### src/design/usrt_cfg.svh
// Constants of the serial port control block: command bits, config fields.
// Assumes a single includer set; guarded against double inclusion.
`ifndef USRT_CFG_SVH
`define USRT_CFG_SVH

// Control word command bits
`define USRT_CMD_RX_ON 0
`define USRT_CMD_RX_OFF 1
`define USRT_CMD_TX_ON 2
`define USRT_CMD_TX_OFF 3
`define USRT_CMD_RX_SRST 4
`define USRT_CMD_TX_SRST 5

// Config word field positions; timeguard is six bits, clear of the divider
`define USRT_CF_CLEN_LSB 0
`define USRT_CF_NINE 2
`define USRT_CF_PAR_LSB 3
`define USRT_CF_HIFIRST 6
`define USRT_CF_STOP_LSB 7
`define USRT_CF_SYNC 9
`define USRT_CF_TG_LSB 10
`define USRT_CF_DIV_LSB 16

// Reset value of the config word
`define USRT_CF_RESET 32'h0000_0000

// Half-bit counts: one bit, 1.5 stop bits, two stop bits
`define USRT_HALVES_BIT 3'h2
`define USRT_HALVES_1P5 3'h3
`define USRT_HALVES_2 3'h4

// Data-bit count base and nine-bit count
`define USRT_NBITS_BASE 4'h5
`define USRT_NBITS_NINE 4'h9

`endif

### src/design/usrt_pkg.sv
// Types shared by the serial port control block and its serializer.
// Assumes usrt_cfg.svh for numeric constants.
`default_nettype none
package usrt_pkg;
	typedef enum logic [2:0] {
		USRT_PAR_EVEN = 3'h0,
		USRT_PAR_ODD = 3'h1,
		USRT_PAR_SPACE = 3'h2,
		USRT_PAR_MARK = 3'h3,
		USRT_PAR_NONE = 3'h4
	} usrt_par_e;

	typedef enum logic [4:0] {
		USRT_ST_IDLE = 5'h01,
		USRT_ST_START = 5'h02,
		USRT_ST_DATA = 5'h04,
		USRT_ST_PAR = 5'h08,
		USRT_ST_STOP = 5'h10
	} usrt_st_e;
endpackage : usrt_pkg
`default_nettype wire

### src/design/usrt_ser_if.sv
// Link between the control block and the transmit serializer.
// Assumes both ends run on clk_sys.
`timescale 1ns/1ns
`default_nettype none
interface usrt_ser_if;
	logic half_tick;
	logic load;
	logic abort;
	logic [8:0] data;
	logic [3:0] nbits;
	usrt_pkg::usrt_par_e par;
	logic msb_first;
	logic [2:0] stop_halves;
	logic busy;
	logic txd;
	modport ctl (output half_tick, load, abort, data, nbits, par, msb_first, stop_halves,
		input busy, txd);
	modport ser (input half_tick, load, abort, data, nbits, par, msb_first, stop_halves,
		output busy, txd);
endinterface : usrt_ser_if
`default_nettype wire

### src/design/usrt_ctrl.sv
// Serial port receiver/transmitter control, framing and a simple receiver.
// Assumes command and config words arrive as write strobes on clk_sys.
`timescale 1ns/1ns
`default_nettype none
`include "usrt_cfg.svh"
module usrt_ctrl (
	input wire logic clk_sys,
	input wire logic resetn,
	input wire logic ctrl_wr,
	input wire logic [7:0] ctrl_wdata,
	input wire logic cfg_wr,
	input wire logic [31:0] cfg_wdata,
	output logic [31:0] cfg_rdata,
	input wire logic thr_wr,
	input wire logic [8:0] thr_wdata,
	output logic thr_ready,
	input wire logic rx_read,
	input wire logic rxd,
	output logic txd,
	output logic [8:0] rx_data,
	output logic rx_ready,
	output logic rx_overrun,
	output logic rx_parity_err,
	output logic rx_frame_err,
	output logic rx_enabled,
	output logic tx_enabled,
	output logic tx_empty
);
	import usrt_pkg::*;

	usrt_ser_if ser_if ();

	logic [31:0] cfg_reg;
	logic [15:0] div_reg;
	logic half_tick;
	logic rx_en_reg, rx_dis_pend_reg, tx_en_reg, tx_dis_pend_reg;
	logic cmd_rx_en, cmd_rx_dis, cmd_tx_en, cmd_tx_dis, cmd_rst_rx, cmd_rst_tx;
	logic thr_full_reg;
	logic [8:0] thr_reg;
	logic [8:0] tg_cnt_reg;
	logic busy_q_reg;
	logic [3:0] nbits;
	usrt_par_e par_sel;
	logic [1:0] stop_sel;
	usrt_st_e rx_st_reg;
	logic [2:0] rx_hcnt_reg;
	logic [3:0] rx_idx_reg, rx_nb_reg;
	logic rx_hif_reg, rx_par_on_reg;
	logic [8:0] rx_sh_reg, rx_data_reg;
	logic rx_pbit_reg;
	logic rx_ready_reg, rx_ovr_reg, rx_perr_reg, rx_ferr_reg;
	logic rx_done;
	logic rx_last;
	logic [3:0] rx_idx_next;
	logic [8:0] rx_mask;

	// Command decode of one control write
	always_comb begin
		cmd_rx_en = ctrl_wr && ctrl_wdata[`USRT_CMD_RX_ON];
		cmd_rx_dis = ctrl_wr && ctrl_wdata[`USRT_CMD_RX_OFF];
		cmd_tx_en = ctrl_wr && ctrl_wdata[`USRT_CMD_TX_ON];
		cmd_tx_dis = ctrl_wr && ctrl_wdata[`USRT_CMD_TX_OFF];
		cmd_rst_rx = ctrl_wr && ctrl_wdata[`USRT_CMD_RX_SRST];
		cmd_rst_tx = ctrl_wr && ctrl_wdata[`USRT_CMD_TX_SRST];
	end

	// Config storage, independent of enable state and soft resets
	always_ff @(posedge clk_sys or negedge resetn) begin
		if (!resetn) begin
			cfg_reg <= `USRT_CF_RESET;
		end else if (cfg_wr) begin
			cfg_reg <= cfg_wdata;
		end
	end

	// Framing decode of the config word
	always_comb begin
		nbits = cfg_reg[`USRT_CF_NINE] ? `USRT_NBITS_NINE
			: `USRT_NBITS_BASE + {2'b00, cfg_reg[`USRT_CF_CLEN_LSB +: 2]};
		par_sel = cfg_reg[`USRT_CF_PAR_LSB + 2] ? USRT_PAR_NONE
			: usrt_par_e'(cfg_reg[`USRT_CF_PAR_LSB +: 3]);
		stop_sel = cfg_reg[`USRT_CF_STOP_LSB +: 2];
	end

	// Half-bit rate divider, one-cycle enable pulse
	always_ff @(posedge clk_sys or negedge resetn) begin
		if (!resetn) begin
			div_reg <= 16'h0000;
		end else if (div_reg == 16'h0000) begin
			div_reg <= cfg_reg[`USRT_CF_DIV_LSB +: 16];
		end else begin
			div_reg <= div_reg - 16'h0001;
		end
	end
	assign half_tick = (div_reg == 16'h0000);

	// Receiver enable with deferred disable
	always_ff @(posedge clk_sys or negedge resetn) begin
		if (!resetn) begin
			rx_en_reg <= 1'b0;
			rx_dis_pend_reg <= 1'b0;
		end else if (cmd_rx_dis) begin
			rx_dis_pend_reg <= (rx_st_reg != USRT_ST_IDLE) && !cmd_rst_rx;
			rx_en_reg <= rx_en_reg && (rx_st_reg != USRT_ST_IDLE) && !cmd_rst_rx;
		end else if (cmd_rx_en) begin
			rx_en_reg <= 1'b1;
			rx_dis_pend_reg <= 1'b0;
		end else if (rx_dis_pend_reg && (rx_st_reg == USRT_ST_IDLE || cmd_rst_rx)) begin
			rx_en_reg <= 1'b0;
			rx_dis_pend_reg <= 1'b0;
		end
	end

	// Transmitter enable with drain on disable
	always_ff @(posedge clk_sys or negedge resetn) begin
		if (!resetn) begin
			tx_en_reg <= 1'b0;
			tx_dis_pend_reg <= 1'b0;
		end else if (cmd_tx_dis) begin
			tx_dis_pend_reg <= tx_en_reg;
		end else if (cmd_tx_en) begin
			tx_en_reg <= 1'b1;
			tx_dis_pend_reg <= 1'b0;
		end else if (tx_dis_pend_reg && !thr_full_reg && !ser_if.busy && tg_cnt_reg == 9'h000
			&& !busy_q_reg) begin
			tx_en_reg <= 1'b0;
			tx_dis_pend_reg <= 1'b0;
		end
	end

	// Transmit holding register
	assign thr_ready = tx_en_reg && !tx_dis_pend_reg && !thr_full_reg;
	always_ff @(posedge clk_sys or negedge resetn) begin
		if (!resetn) begin
			thr_full_reg <= 1'b0;
			thr_reg <= 9'h000;
		end else if (cmd_rst_tx) begin
			thr_full_reg <= 1'b0;
		end else if (thr_wr && thr_ready) begin
			thr_full_reg <= 1'b1;
			thr_reg <= thr_wdata;
		end else if (ser_if.load && !ser_if.busy) begin
			thr_full_reg <= 1'b0;
		end
	end

	// Timeguard gap after each character, counted in half bits
	always_ff @(posedge clk_sys or negedge resetn) begin
		if (!resetn) begin
			busy_q_reg <= 1'b0;
			tg_cnt_reg <= 9'h000;
		end else if (cmd_rst_tx) begin
			busy_q_reg <= 1'b0;
			tg_cnt_reg <= 9'h000;
		end else begin
			busy_q_reg <= ser_if.busy;
			if (busy_q_reg && !ser_if.busy) begin
				tg_cnt_reg <= {2'b00, cfg_reg[`USRT_CF_TG_LSB +: 6], 1'b0};
			end else if (half_tick && tg_cnt_reg != 9'h000) begin
				tg_cnt_reg <= tg_cnt_reg - 9'h001;
			end
		end
	end

	// Serializer hookup; launch only on a half tick so the start bit is a whole bit
	always_comb begin
		ser_if.half_tick = half_tick;
		ser_if.abort = cmd_rst_tx;
		ser_if.load = tx_en_reg && thr_full_reg && tg_cnt_reg <= 9'h001 && !busy_q_reg && half_tick;
		ser_if.data = thr_reg;
		ser_if.nbits = nbits;
		ser_if.par = par_sel;
		ser_if.msb_first = cfg_reg[`USRT_CF_HIFIRST];
		unique case (stop_sel)
			2'h0: ser_if.stop_halves = `USRT_HALVES_BIT;
			2'h1: ser_if.stop_halves = cfg_reg[`USRT_CF_SYNC] ? `USRT_HALVES_BIT
				: `USRT_HALVES_1P5;
			default: ser_if.stop_halves = `USRT_HALVES_2;
		endcase
	end

	usrt_tx_ser u_tx_ser (
		.clk_sys(clk_sys),
		.resetn(resetn),
		.s(ser_if.ser)
	);

	// Receive bit walk and parity mask
	always_comb begin
		rx_last = rx_hif_reg ? (rx_idx_reg == 4'h0) : (rx_idx_reg == rx_nb_reg - 4'h1);
		rx_idx_next = rx_hif_reg ? rx_idx_reg - 4'h1 : rx_idx_reg + 4'h1;
		rx_mask = 9'h1FF >> (4'h9 - rx_nb_reg);
	end
	assign rx_done = half_tick && rx_st_reg == USRT_ST_STOP && rx_hcnt_reg == 3'h1
		&& !cmd_rst_rx;

	// Receiver sequencer, samples at mid bit
	always_ff @(posedge clk_sys or negedge resetn) begin
		if (!resetn) begin
			rx_st_reg <= USRT_ST_IDLE;
			rx_hcnt_reg <= 3'h0;
			rx_idx_reg <= 4'h0;
			rx_nb_reg <= `USRT_NBITS_BASE;
			rx_hif_reg <= 1'b0;
			rx_par_on_reg <= 1'b0;
			rx_sh_reg <= 9'h000;
			rx_pbit_reg <= 1'b0;
		end else if (cmd_rst_rx) begin
			rx_st_reg <= USRT_ST_IDLE;
		end else if (half_tick) begin
			if (rx_st_reg == USRT_ST_IDLE) begin
				if (rx_en_reg && !rx_dis_pend_reg && !rxd) begin
					rx_st_reg <= USRT_ST_START;
					rx_hcnt_reg <= 3'h1;
					rx_nb_reg <= nbits;
					rx_hif_reg <= cfg_reg[`USRT_CF_HIFIRST];
					rx_par_on_reg <= (par_sel != USRT_PAR_NONE);
					rx_idx_reg <= cfg_reg[`USRT_CF_HIFIRST] ? nbits - 4'h1 : 4'h0;
					rx_sh_reg <= 9'h000;
				end
			end else if (rx_hcnt_reg != 3'h1) begin
				rx_hcnt_reg <= rx_hcnt_reg - 3'h1;
			end else begin
				rx_hcnt_reg <= `USRT_HALVES_BIT;
				unique case (rx_st_reg)
					USRT_ST_START: rx_st_reg <= rxd ? USRT_ST_IDLE : USRT_ST_DATA;
					USRT_ST_DATA: begin
						rx_sh_reg[rx_idx_reg] <= rxd;
						rx_idx_reg <= rx_idx_next;
						if (rx_last) begin
							rx_st_reg <= rx_par_on_reg ? USRT_ST_PAR : USRT_ST_STOP;
						end
					end
					USRT_ST_PAR: begin
						rx_pbit_reg <= rxd;
						rx_st_reg <= USRT_ST_STOP;
					end
					default: rx_st_reg <= USRT_ST_IDLE;
				endcase
			end
		end
	end

	// Receive data and sticky flags; a new character beats a same-cycle read
	always_ff @(posedge clk_sys or negedge resetn) begin
		if (!resetn) begin
			rx_data_reg <= 9'h000;
			rx_ready_reg <= 1'b0;
			rx_ovr_reg <= 1'b0;
			rx_perr_reg <= 1'b0;
			rx_ferr_reg <= 1'b0;
		end else if (cmd_rst_rx) begin
			rx_ready_reg <= 1'b0;
			rx_ovr_reg <= 1'b0;
			rx_perr_reg <= 1'b0;
			rx_ferr_reg <= 1'b0;
		end else if (rx_done) begin
			rx_data_reg <= rx_sh_reg;
			rx_ready_reg <= 1'b1;
			rx_ovr_reg <= rx_ovr_reg || (rx_ready_reg && !rx_read);
			rx_ferr_reg <= rx_ferr_reg || !rxd;
			unique case (par_sel)
				USRT_PAR_EVEN: rx_perr_reg <= rx_perr_reg || (^(rx_sh_reg & rx_mask) != rx_pbit_reg);
				USRT_PAR_ODD: rx_perr_reg <= rx_perr_reg || (~^(rx_sh_reg & rx_mask) != rx_pbit_reg);
				USRT_PAR_SPACE: rx_perr_reg <= rx_perr_reg || rx_pbit_reg;
				USRT_PAR_MARK: rx_perr_reg <= rx_perr_reg || !rx_pbit_reg;
				default: rx_perr_reg <= rx_perr_reg;
			endcase
		end else if (rx_read) begin
			rx_ready_reg <= 1'b0;
			rx_ovr_reg <= 1'b0;
			rx_perr_reg <= 1'b0;
			rx_ferr_reg <= 1'b0;
		end
	end

	// Outputs
	assign cfg_rdata = cfg_reg;
	assign txd = ser_if.txd;
	assign rx_data = rx_data_reg;
	assign rx_ready = rx_ready_reg;
	assign rx_overrun = rx_ovr_reg;
	assign rx_parity_err = rx_perr_reg;
	assign rx_frame_err = rx_ferr_reg;
	assign rx_enabled = rx_en_reg;
	assign tx_enabled = tx_en_reg;
	assign tx_empty = !thr_full_reg && !ser_if.busy && tg_cnt_reg == 9'h000;
endmodule : usrt_ctrl
`default_nettype wire

### src/design/usrt_tx_ser.sv
// Transmit serializer: start, data, optional parity and stop bits.
// Assumes half_tick is a one-cycle pulse every half serial bit period.
`timescale 1ns/1ns
`default_nettype none
`include "usrt_cfg.svh"
module usrt_tx_ser (
	input wire logic clk_sys,
	input wire logic resetn,
	usrt_ser_if.ser s
);
	import usrt_pkg::*;

	usrt_st_e st_reg;
	logic [2:0] hcnt_reg;
	logic [3:0] idx_reg;
	logic [3:0] nb_reg;
	logic [8:0] data_reg;
	logic hif_reg;
	logic par_on_reg;
	logic par_bit_reg;
	logic [2:0] stop_reg;
	logic txd_reg;
	logic last_bit;
	logic [3:0] idx_next;

	// Parity bit over the used data bits
	function automatic logic calc_par(input logic [8:0] d, input logic [3:0] n,
		input usrt_par_e p);
		logic [8:0] m;
		m = d & (9'h1FF >> (4'h9 - n));
		unique case (p)
			USRT_PAR_EVEN: calc_par = ^m;
			USRT_PAR_ODD: calc_par = ~^m;
			USRT_PAR_MARK: calc_par = 1'b1;
			default: calc_par = 1'b0;
		endcase
	endfunction : calc_par

	// Bit order walk
	always_comb begin
		last_bit = hif_reg ? (idx_reg == 4'h0) : (idx_reg == nb_reg - 4'h1);
		idx_next = hif_reg ? idx_reg - 4'h1 : idx_reg + 4'h1;
	end

	// Character sequencer; every change except an abort lands on a half-tick boundary
	always_ff @(posedge clk_sys or negedge resetn) begin
		if (!resetn) begin
			st_reg <= USRT_ST_IDLE;
			hcnt_reg <= 3'h0;
			idx_reg <= 4'h0;
			nb_reg <= `USRT_NBITS_BASE;
			data_reg <= 9'h000;
			hif_reg <= 1'b0;
			par_on_reg <= 1'b0;
			par_bit_reg <= 1'b0;
			stop_reg <= `USRT_HALVES_BIT;
			txd_reg <= 1'b1;
		end else if (s.abort) begin
			st_reg <= USRT_ST_IDLE;
			txd_reg <= 1'b1;
		end else if (s.load && st_reg == USRT_ST_IDLE) begin
			data_reg <= s.data;
			nb_reg <= s.nbits;
			hif_reg <= s.msb_first;
			par_on_reg <= (s.par != USRT_PAR_NONE) && !s.par[2];
			par_bit_reg <= calc_par(s.data, s.nbits, s.par);
			stop_reg <= s.stop_halves;
			idx_reg <= s.msb_first ? s.nbits - 4'h1 : 4'h0;
			st_reg <= USRT_ST_START;
			txd_reg <= 1'b0;
			hcnt_reg <= `USRT_HALVES_BIT;
		end else if (s.half_tick && st_reg != USRT_ST_IDLE) begin
			if (hcnt_reg != 3'h1) begin
				hcnt_reg <= hcnt_reg - 3'h1;
			end else begin
				hcnt_reg <= `USRT_HALVES_BIT;
				unique case (st_reg)
					USRT_ST_START: begin
						st_reg <= USRT_ST_DATA;
						txd_reg <= data_reg[idx_reg];
					end
					USRT_ST_DATA: begin
						if (!last_bit) begin
							idx_reg <= idx_next;
							txd_reg <= data_reg[idx_next];
						end else if (par_on_reg) begin
							st_reg <= USRT_ST_PAR;
							txd_reg <= par_bit_reg;
						end else begin
							st_reg <= USRT_ST_STOP;
							txd_reg <= 1'b1;
							hcnt_reg <= stop_reg;
						end
					end
					USRT_ST_PAR: begin
						st_reg <= USRT_ST_STOP;
						txd_reg <= 1'b1;
						hcnt_reg <= stop_reg;
					end
					USRT_ST_STOP: begin
						st_reg <= USRT_ST_IDLE;
					end
					default: begin
						st_reg <= USRT_ST_IDLE;
						txd_reg <= 1'b1;
					end
				endcase
			end
		end
	end

	assign s.busy = (st_reg != USRT_ST_IDLE);
	assign s.txd = txd_reg;
endmodule : usrt_tx_ser
`default_nettype wire

### config.mk
export PLATFORM = sky130hd
export DESIGN_NAME = usrt_ctrl
export DESIGN_NICKNAME = d
export VERILOG_FILES = /design/src/design/usrt_pkg.sv /design/src/design/usrt_ser_if.sv /design/src/design/usrt_ctrl.sv /design/src/design/usrt_tx_ser.sv
export VERILOG_INCLUDE_DIRS = /design/src /design/src/design
export SDC_FILE = /design/constraint.sdc
export NUM_CORES = 1
export LEC_CHECK = 0
export ABC_AREA = 1
export BUFFER_PORTS_ARGS = -buffer_cell sky130_fd_sc_hd__clkbuf_2
export CORE_MARGIN = 2
export CORE_UTILIZATION = 55
export CTS_CLUSTER_SIZE = 20
export DETAILED_ROUTE_END_ITERATION = 12
export GPL_ROUTABILITY_DRIVEN = 0
export PLACE_DENSITY = 0.77
export SLEW_MARGIN = 30
export SYNTH_ARGS = -nofsm -noshare
export SYNTH_HDL_FRONTEND = slang
export SYNTH_SLANG_ARGS = --single-unit
export TNS_END_PERCENT = 5
### constraint.sdc
create_clock -name clk_sys -period 3.6 [get_ports clk_sys]
set_clock_uncertainty 0.2 [all_clocks]
set_input_delay 1.08 -clock clk_sys [delete_from_list [all_inputs] [get_ports clk_sys]]
set_output_delay 1.08 -clock clk_sys [all_outputs]
set_load 0.02 [all_outputs]
# Word level (Yosys, flattened, before mapping)
# Cells that the tools add are included.
totals:
  romBits: 0
  elab_cells: 274
  output_inout_bits: 50
  reg_bits: 145
  latch_bits: 0
  inputBits: 56
  ram_bits: 0
  n_memories: 0
classes:
  div_mod_pow: 0
  n_reduce_logical: 89
  n_bitwise: 7
  n_mul: 0
  add_sub_neg: 14
  n_eq_ne: 35
  shifts: 2
  order_cmp: 5
  mux: 89
op_table:
  columns: ["cell", "n"]
  rows:
  - ["two-way mux 5 bit", 13]
  - ["two-way mux 9 bit", 7]
  - ["two-way mux 4 bit", 13]
  - ["logical AND 1 bit", 36]
  - ["two-way mux 1 bit", 34]
  - ["two-way mux 3 bit", 10]
  - ["one-hot mux 5 bit (3 select lines)", 2]
  - ["subtractor 4 x 1 -> 4 bit (second input constant)", 5]
  - ["bitwise AND 9 bit", 2]
  - ["nonzero test 3 bit", 6]
  - ["XNOR reduction 9 bit", 2]
  - ["parity 9 bit", 2]
  - ["right shift 9 x 4 -> 9 bit (first input constant)", 2]
  - ["logical NOT 16 bit", 1]
  - ["two-way mux 16 bit", 1]
  - ["subtractor 16 x 1 -> 16 bit (second input constant)", 1]
  - ["< comparator 4 x 5 -> 1 bit (second input constant)", 3]
  - ["AND reduction 5 bit", 3]
  - ["one-hot mux 3 bit (2 select lines)", 2]
  - ["AND reduction 2 bit", 6]
  - ["== test 5 x 1 -> 1 bit (second input constant)", 2]
  - ["== test 5 x 2 -> 1 bit (second input constant)", 2]
  - ["== test 5 x 3 -> 1 bit (second input constant)", 2]
  - ["== test 5 x 4 -> 1 bit (second input constant)", 2]
  - ["38 further kinds", 82]

# Longest topological paths before layout
# Gate-level depths: netlist of run 1.
depth:
  depth_word: 10
  depth_mapped: 18
  depth_no_buf: 18

# By module
# From an unflattened synthesis of run 1, not the netlist that was laid out.
unflattened:
  hier_cells: 1041
  area_unflattened_um2: 8230.4
by_module_without_submodules:
  columns: ["module", "seq_area_each_um2", "cells_per_inst", "instances", "area_per_inst_um2"]
  rows:
  - ["usrt_ctrl", 2831.5, 718, 1, 5930.7]
  - ["usrt_tx_ser", 807.0, 323, 1, 2299.7]

# Worst setup path before layout of run 1
# Ideal clock, no wire load.
synth_timing:
  path_type: "register -> output"
  start: "register u_tx_ser.st_reg[0]"
  end: "output port tx_empty"
  slack_ps: 812
  required_ps: 2320
  n_path_buf: 0
  t_arrival_ps: 1508
  stages_incl_launch_ff: 5
  path_cell_list: "dfstp_2 > inv_1 > nor4_4 > inv_2 > nor3_1"
synth_via:
  elab_chain_cells: 4
synth_lines:
  columns: ["item", "line", "source"]
  rows:
  - ["from (decl)", "usrt_tx_ser.sv:13", "usrt_st_e st_reg;"]
  - ["from (signal assigned)", "usrt_tx_ser.sv:48", "st_reg <= USRT_ST_IDLE;"]
  - ["from (signal assigned)", "usrt_tx_ser.sv:59", "st_reg <= USRT_ST_IDLE;"]
  - ["from (signal assigned)", "usrt_tx_ser.sv:69", "st_reg <= USRT_ST_START;"]
  - ["!= test 5 x 1 -> 1 bit", "usrt_tx_ser.sv:112", "assign s.busy = (st_reg != USRT_ST_IDLE);"]
  - ["logical NOT 1 bit", "usrt_ctrl.sv:287", "assign tx_empty = !thr_full_reg && !ser_if.busy && tg_cnt_reg == 9'h000;"]
  - ["logical AND 1 bit (2 in a row)", "usrt_ctrl.sv:287", null]
  - ["to (decl)", "usrt_ctrl.sv:27", "output logic tx_empty"]
# No other way between the ends.

# Worst setup path after layout of run 1
# Ends and elaborated chain as after synthesis.

==> qor.yml, run 1 <==
status: "finished clean"
grtUsageTotal_pct: 24.5
multi_input_area_um2: 3740
cts_buffers: 17
critical_path_class: "flip-flop to output port"
drv_slew: 0
antenna_cells: 0
coreArea_um2: 14400
finalHoldViolations: 0
dr.pass1.iters: 6
path_cells: "inv_1 > nor4_4 > buf_4 > inv_2 > nor3_1 > clkbuf_2"
fillers: 1258
ios: 106
cts-root-buf: "clkbuf_16"
ys_ff_latch: 145
synth_warnings: 0
syn_nets: 1057
slowest_delay_ps: 540
die_w_um: 125
ant_nets: 0
syn_inst: 974
critPathMaxFanout: 8
hold_class: "flip-flop to flip-flop"
final_nets: 1166
hold_buffers: 0
grt_pass1_vias: 6498
synth-edff-count: 0
place_ws_ps: 536
end_kind: "output port"
io_buffers: 103
path_clk_slew_ps: 60
cts_post_setup_buffers_inserted: 0
p_leak_nw: 4.66
powerDensity_nw_per_um2: 545
synth_flop_cell: "dfrtp_1"
fin_crit_sh_pct: 89.1
grt_overflow: 0
ff_latch_area_um2: 3640
drt_iter0_markers: 616
async_flop_share_pct: 100
cp-start-kind: "flip-flop"
cp_slowest_cell: "dfstp_2"
area_growth_pct: 16.5
cts_tree: "done"
cts.sinks: 145
drv_cap: 0
setup-tns-final_ps: 0
drc_errors: 0
avgSynthCellArea_um2: 8.28
max_slew_margin_pct: 52.3
finalSetupViolCount: 0
die_y_um: 125
cp.arrival_ps: 1930
h-tree-depth: 4
vias: 6895
vdd_drop_max_mv: 0.344
clk_path_buf_depth: 2
synth_cell_types: 55
syn_area_um2: 8070
drt_wl_total_um: 18300
max_freq_ghz: 0.312
fin_crit_ps: 3210
wire_per_inst_um: 14.3
grt_max_degree: 67
clock_latency_ps: 430
grt_pass1_wl_um: 31400
largest_register_ff_count: 32
hpwl_um: 13400
vias_per_cell: 5.39
synth-seq-area-share_pct: 45.1
worstPathRequired_ps: 2320
grt_antenna_before_repair: 0
rows: 44
start_util_pct: 55.9
ctsResizeCount: 0
rsz0062_at_grt: "no"
die-area_um2: 15700
setup_ws_ps: 394
tightest_slew_ps: 709
drive_gt1_share_pct: 21.2
[cells by family (layout without fill, tap and decap cells)]
family	after synthesis	count (layout)	share of synthesized area [%]
DFF	145	145	45.1
xor gates and xnor gates	31	31	3.37
muxes	22	22	3.07
buffers and inverters	175	297	8.48
adders and majority gates	27	27	4.37
and+or+nand+nor	365	365	20.8
AOI/OAI and AO/OA	209	209	14.8
[cell type report]
cell class / instances / area share [%]
clock buffer: 20 / 4.86
tap: 184 / 2.45
timing repair buffer: 116 / 6.72
inverter: 149 / 5.96
sequential: 145 / 38.7
multi-input combinational: 654 / 39.8
clock inverter: 12 / 1.48
[through the flow]
stage | cell area (um2) | util (%) | hold WS (ps) | power (mW) | std cells
3_3_place_gp | 8800 | 61.0 | 232 | 3.30 | 1248
6_report | 9400 | 65.2 | 270 | 5.12 | 1280
2_1_floorplan | 8070 | - | 217 | 2.99 | 974
4_1_cts | 9400 | 65.2 | 269 | 5.15 | 1280
3_5_place_dp | 8800 | 61.0 | 235 | 3.34 | 1248
5_1_grt | 9400 | 65.2 | 286 | 5.44 | 1280
[layer usage]
metal	track usage (%)	routed length, um
met2	38.8	8590
met4	8.50	365
met5	0	0
met3	4.24	1020
met1	34.4	8360
[where the power goes]
group / internal [mW] / switching [mW] / leakage, nW
sequential: 1.85 / 0.190 / 1.74
combinational: 0.501 / 0.785 / 2.62
clock: 1.12 / 0.675 / 0.303
total: 3.47 / 1.65 / 4.66
[critical path, delay by kind of cell, from the launching register on]
| kind | cells | cell delay (ps) |
|---|---|---|
| buf+inv | 4 | 540 |
| flops | 1 | 540 |
| simple gates | 2 | 410 |
[Yosys cell counts, types with 2 or more instances]
cell type  count  share of area, %
a21oi_1       56               3.5
dfstp_2        8               2.6
buf_4          3              0.28
o21ai_1       43               2.7
nand4_1       14               1.1
inv_1        127               5.9
fa_1           2              0.50
a31oi_1        5              0.39
o21a_1         2              0.19
o21ai_0       69               4.3
nand2_1      163               7.6
o22ai_2        8               1.2
or2_2          4              0.31
xor2_1        14               1.5
nor2_2         3              0.23
o22ai_1        7              0.54
nand3_1       59               3.7
a22oi_1        2              0.19
nor3_1        13              0.81
nor2_1        83               3.9
buf_2          6              0.37
mux2_2        22               3.1
ha_1          25               3.9
inv_2         20              0.93
nor3_4         3              0.60
clkbuf_1      15              0.70
nand2_2        4              0.31
dfrtp_1      137                43
nor4_1         7              0.54
a211oi_1       4              0.37
xnor2_1       17               1.8
o31ai_1        4              0.37
nor2_4         3              0.42
[final timing paths]
path | depth (start not counted) | end | start | slack (ps)
setup reg to reg | 16 | u_tx_ser.par_bit_reg | cfg_rdata[1] | 750
hold / removal | 1 | tg_cnt_reg[7] | tg_cnt_reg[7] | 270
min in group asynchronous | 1 | cfg_rdata[14] | resetn | 440
max in group asynchronous | 2 | rx_nb_reg[2] | resetn | 1960
setup / recovery | 6 | tx_empty | u_tx_ser.st_reg[0] | 390
hold reg to reg | 1 | tg_cnt_reg[7] | tg_cnt_reg[7] | 270
[placed cells by master, fill, tap and decap left out, drive strengths merged, types with 5 or more instances in the layout]
cell    instances
xor2           14
dfrtp         137
nor2           89
nor4            8
a31oi           5
inv           147
buf            14
dfstp           8
clkbuf        122
nand3          61
ha             25
o21ai         113
o22ai          15
xnor2          17
clkinv         11
nor3           17
nand2         167
mux2           22
nand4          15
a21oi          56
(Power assumes the default switching activity.)
==> run 2, diff against run 1 <==
Settings changed: PLACE_DENSITY 0.77 to unset, PLACE_DENSITY_LB_ADDON set to 0.15, SKIP_LAST_GASP set to 1, TNS_END_PERCENT 5 to 1.
==> qor.yml, run 2 (synthesis gave the netlist of run 1 again) <==
dr.pass1.iters: 5  # -1
r2r-start: "cfg_rdata[1]"
rows: 44  # unchanged
layout_common_cells: "nand2_1 (163), dfrtp_1 (137), inv_1 (127)"
die_w_um: 125  # unchanged
start_util_pct: 55.9  # unchanged
cts-root-buf: "clkbuf_16"
drv_slew: 0  # unchanged
finalHoldViolations: 0  # unchanged
drt_wl_total_um: 18100  # -1.2%
final_cell_area_um2: 9450  # +0.51%
die_y_um: 125  # unchanged
powerDensity_nw_per_um2: 564  # +3.5%
cts.sinks: 145  # unchanged
grt_antenna_before_repair: 0  # unchanged
antenna_cells: 0  # unchanged
h-tree-depth: 4  # unchanged
vias: 6873  # -0.32%
area_growth_pct: 17.1
hold_buffers: 0  # unchanged
clk_path_buf_depth: 2  # unchanged
final_nets: 1163  # -0.26%
finalSetupViolCount: 0  # unchanged
place_inst: 1245  # -0.24%
setup_ws_ps: 402  # +8.62 ps
cp.arrival_ps: 1920  # about the same
grt_pass1_vias: 6715  # +3.3%
wire_per_inst_um: 14.2  # -1.0%
coreArea_um2: 14400  # unchanged
drc_errors: 0  # unchanged
hpwl_um: 13100  # -2.3%
status: "finished clean"
cts_post_setup_buffers_inserted: 0  # unchanged
p_leak_nw: 4.66  # about the same
fillers: 1255  # -0.24%
worstPathRequired_ps: 2320  # about the same
cp_slowest_cell: "dfstp_2"
max_slew_margin_pct: 40.0  # -12 points
largest_register_ff_count: 32  # unchanged
reg2regPathDepth: 16  # unchanged
critical_path_class: "flip-flop to output port"
crit_buf_inv: 4  # unchanged
cts_buffers: 17  # unchanged
regToRegSetupSlack_ps: 760  # about the same
regToRegEndpoint: "u_tx_ser.par_bit_reg"
ff_latch_area_um2: 3640  # unchanged
end_kind: "output port"
ctsResizeCount: 0  # unchanged
clock_latency_ps: 430  # about the same
cpLargestDelayFamily: "flip-flops"
die-area_um2: 15700  # unchanged
grt_overflow: 0  # unchanged
cts_tree: "done"
slowest_delay_ps: 550  # about the same
grt_pass1_wl_um: 31000  # -1.3%
fin_crit_sh_pct: 88.8  # -0.24 points
ios: 106  # unchanged
final_cells: 1277  # -0.23%
clkPwrFrac_pct: 37.5  # +2.5 points
path_clk_slew_ps: 60  # about the same
drv_cap: 0  # unchanged
fin_total_pwr_mw: 5.33  # +4.1%
fin_crit_ps: 3200  # -8.62 ps
io_buffers: 103  # unchanged
grtUsageTotal_pct: 24.1  # -0.37 points
critPathMaxFanout: 8  # unchanged
p_int_mw: 3.64  # +5.0%
p_switching_mw: 1.68  # +2.0%
placed_cell_area_um2: 8780  # -0.26%
hold_start: "div_reg[0]"
vias_per_cell: 5.38  # about the same
cp-start-kind: "flip-flop"
max_freq_ghz: 0.313  # +0.27%
path_cells: "inv_1 > nor4_4 > buf_4 > inv_2 > nor3_1 > clkbuf_2"
hold_class: "flip-flop to flip-flop"
ant_nets: 0  # unchanged
layout_commonest_cell: "nand2_1"
drt_iter0_markers: 423  # -31%
crit_path_start: "u_tx_ser.st_reg[0]"
grt_max_degree: 64  # -4.5%
vdd_drop_max_mv: 0.364  # +5.8%
place_ws_ps: 493  # -43.4 ps
pwr-share-comb_pct: 24.1  # -1.0 points
setup-tns-final_ps: 0  # unchanged
holdPathStages: 1  # unchanged
multi_input_area_um2: 3740  # unchanged
p_sw_share_pct: 31.6  # -0.63 points
drive_gt1_share_pct: 21.0  # -0.12 points
tightest_slew_ps: 899  # +190 ps
rsz0062_at_grt: "no"
seqPwrFrac_pct: 38.4  # -1.5 points
holdPathEnd: "div_reg[0]"
run 2: layout make-up:
cell class	instances	share of cell area, %
Clock inverter	15	2.54
Tap cell	184	2.44
Clock buffer	17	4.50
Sequential cell	145	38.5
Timing Repair Buffer	113	6.45
Multi-Input combinational cell	654	39.6
Inverter	149	5.93
run 2: how the worst max path moves through the flow:
stage / cells after the start / end
after floorplan: 4 / tx_empty
after global placement: 9 / rx_sh_reg[6]
after detailed placement: 9 / rx_sh_reg[4]
after CTS: 6 / tx_empty
after global routing: 6 / tx_empty
final: 6 / tx_empty
run 2: through the flow:
stage / hold slack [ps] / util (%)
2_1_floorplan: 217 / -
3_3_place_gp: 234 / 60.9
3_5_place_dp: 241 / 60.9
4_1_cts: 249 / 65.5
5_1_grt: 276 / 65.5
6_report: 247 / 65.5
run 2: power groups by stage:
stage	clock (mW)	sequential, mW	combinational (mW)
floorplan	0	2.08	0.916
global placement	0	2.07	1.25
detailed placement	0	2.07	1.28
CTS	2.02	2.04	1.30
global route	2.08	2.08	1.46
finish	2.00	2.05	1.29
run 2: metal layers:
| metal | up-vias | wire (um) | GRT usage, % |
|---|---|---|---|
| li1 | 3434 | - | - |
| met1 | 3237 | 8610 | 32.8 |
| met2 | 171 | 8280 | 38.9 |
| met3 | 31 | 876 | 4.62 |
| met4 | 0 | 352 | 8.76 |
| met5 | - | 0 | 0 |
==> run 3, diff against run 2 <==
--- a/constraint.sdc
+++ b/constraint.sdc
@@ -4,2 +4,2 @@
 set_output_delay 1.08 -clock clk_sys [all_outputs]
-set_load 0.02 [all_outputs]
+set_load 0.005 [all_outputs]
==> qor.yml, run 3 (synthesis gave the netlist of run 1 again) <==
status: "finished clean"
fin_total_pwr_mw: 5.25  # -1.6%
start_util_pct: 55.9  # unchanged
die_y_um: 125  # unchanged
die_w_um: 125  # unchanged
p_leak_nw: 4.67  # +0.24%
critical_path_class: "flip-flop to output port"
drv_slew: 0  # unchanged
multi_input_area_um2: 3740  # unchanged
drive_gt1_share_pct: 21.0  # unchanged
regToRegSetupSlack_ps: 740  # -20 ps
p_switching_mw: 1.62  # -3.8%
fillers: 1279  # +1.9%
grtUsageTotal_pct: 24.6  # +0.46 points
place_ws_ps: 530  # +37.3 ps
drc_errors: 0  # unchanged
fin_crit_sh_pct: 88.6  # -0.23 points
critPathMaxFanout: 8  # unchanged
drv_cap: 0  # unchanged
hold_class: "flip-flop to flip-flop"
cts_buffers: 17  # unchanged
layout_commonest_cell: "nand2_1"
clk_path_buf_depth: 2  # unchanged
cts.sinks: 145  # unchanged
h-tree-depth: 4  # unchanged
worstPathRequired_ps: 2320  # about the same
hold_buffers: 0  # unchanged
path_clk_slew_ps: 60  # about the same
reg2regPathDepth: 15  # -1
cts-root-buf: "clkbuf_16"
end_kind: "output port"
setup_ws_ps: 411  # +8.14 ps
finalSetupViolCount: 0  # unchanged
clkPwrFrac_pct: 37.2  # -0.3 points
rows: 44  # unchanged
grt_antenna_before_repair: 0  # unchanged
p_int_mw: 3.63  # -0.51%
max_freq_ghz: 0.314  # +0.26%
vdd_drop_max_mv: 0.346  # -4.8%
seqPwrFrac_pct: 39.1  # +0.7 points
io_buffers: 103  # unchanged
grt_pass1_vias: 6634  # -1.2%
cts_post_setup_buffers_inserted: 0  # unchanged
regToRegEndpoint: "u_tx_ser.par_bit_reg"
finalHoldViolations: 0  # unchanged
clock_latency_ps: 430  # about the same
cp.arrival_ps: 1910  # about the same
holdPathEnd: "div_reg[0]"
vias: 6822  # -0.74%
area_growth_pct: 17.0
vias_per_cell: 5.34  # -0.74%
die-area_um2: 15700  # unchanged
ios: 106  # unchanged
grt_overflow: 0  # unchanged
wire_per_inst_um: 14.4  # +1.7%
hold_start: "div_reg[0]"
p_sw_share_pct: 30.9  # -0.73 points
placed_cell_area_um2: 8780  # unchanged
ctsResizeCount: 0  # unchanged
cts_tree: "done"
grt_max_degree: 64  # unchanged
largest_register_ff_count: 32  # unchanged
final_nets: 1163  # unchanged
coreArea_um2: 14400  # unchanged
rsz0062_at_grt: "no"
powerDensity_nw_per_um2: 556  # -1.4%
holdPathStages: 1  # unchanged
cp-start-kind: "flip-flop"
dr.pass1.iters: 5  # unchanged
hpwl_um: 13000  # -0.55%
drt_wl_total_um: 18400  # +1.7%
final_cell_area_um2: 9440  # -0.12%
antenna_cells: 0  # unchanged
max_slew_margin_pct: 52.6  # +13 points
layout_common_cells: "nand2_1 (163), dfrtp_1 (137), inv_1 (127)"
grt_pass1_wl_um: 31600  # +1.9%
ant_nets: 0  # unchanged
setup-tns-final_ps: 0  # unchanged
tightest_slew_ps: 704  # -195 ps
pwr-share-comb_pct: 23.7  # -0.4 points
fin_crit_ps: 3190  # -8.14 ps
drt_iter0_markers: 537  # +27%
ff_latch_area_um2: 3640  # unchanged
r2r-start: "cfg_rdata[0]"
run 3: per-stage QoR:
stage / util (%) / hold WS [ps] / cells
final: 65.4 / 247 / 1277
after global routing: 65.4 / 268 / 1277
after CTS: 65.4 / 249 / 1277
after detailed placement: 60.9 / 241 / 1245
after global placement: 60.9 / 236 / 1245
after floorplan: - / 217 / 974
run 3: final cells by class:
class                   count  share of cell area, %
well taps                 184                   2.44
inverters                 149                   5.94
flip-flops and latches    145                   38.6
multi-input cells         654                   39.7
clock inverters            12                   1.96
clock buffers              20                   4.95
repair buffers            113                   6.48
run 3: per-layer routing:
metal / wire length, um / vias up / share of wire, % / GRT usage, %
met2: 8600 / 174 / 47 / 39.1
met3: 905 / 26 / 4.9 / 4.45
met1: 8610 / 3202 / 47 / 34.0
li1: - / 3420 / - / -
met4: 313 / 0 / 1.7 / 8.95
met5: 0 / - / 0 / 0
run 3: critical path: stages (launching register included):
cell and delay (ps):
dfstp_2 540, inv_1 70, nor4_4 210, buf_4 200
inv_2 60, nor3_1 220, clkbuf_2 170
run 3: worst max path at each step:
stage	start	end	slack, ps
global placement	rxd	rx_sh_reg[6]	560
CTS	u_tx_ser.st_reg[0]	tx_empty	410
global route	u_tx_ser.st_reg[0]	tx_empty	320
finish	u_tx_ser.st_reg[0]	tx_empty	410
floorplan	rxd	rx_sh_reg[4]	1020
detailed placement	rxd	rx_sh_reg[2]	530
run 3: power groups by stage:
stage          clock network [mW]  registers [mW]  logic (mW)
6_report                     1.95            2.05        1.24
5_1_grt                      2.04            2.08        1.40
4_1_cts                      1.98            2.05        1.25
3_5_place_dp                    0            2.07        1.22
3_3_place_gp                    0            2.07        1.19
2_1_floorplan                   0            2.03       0.910
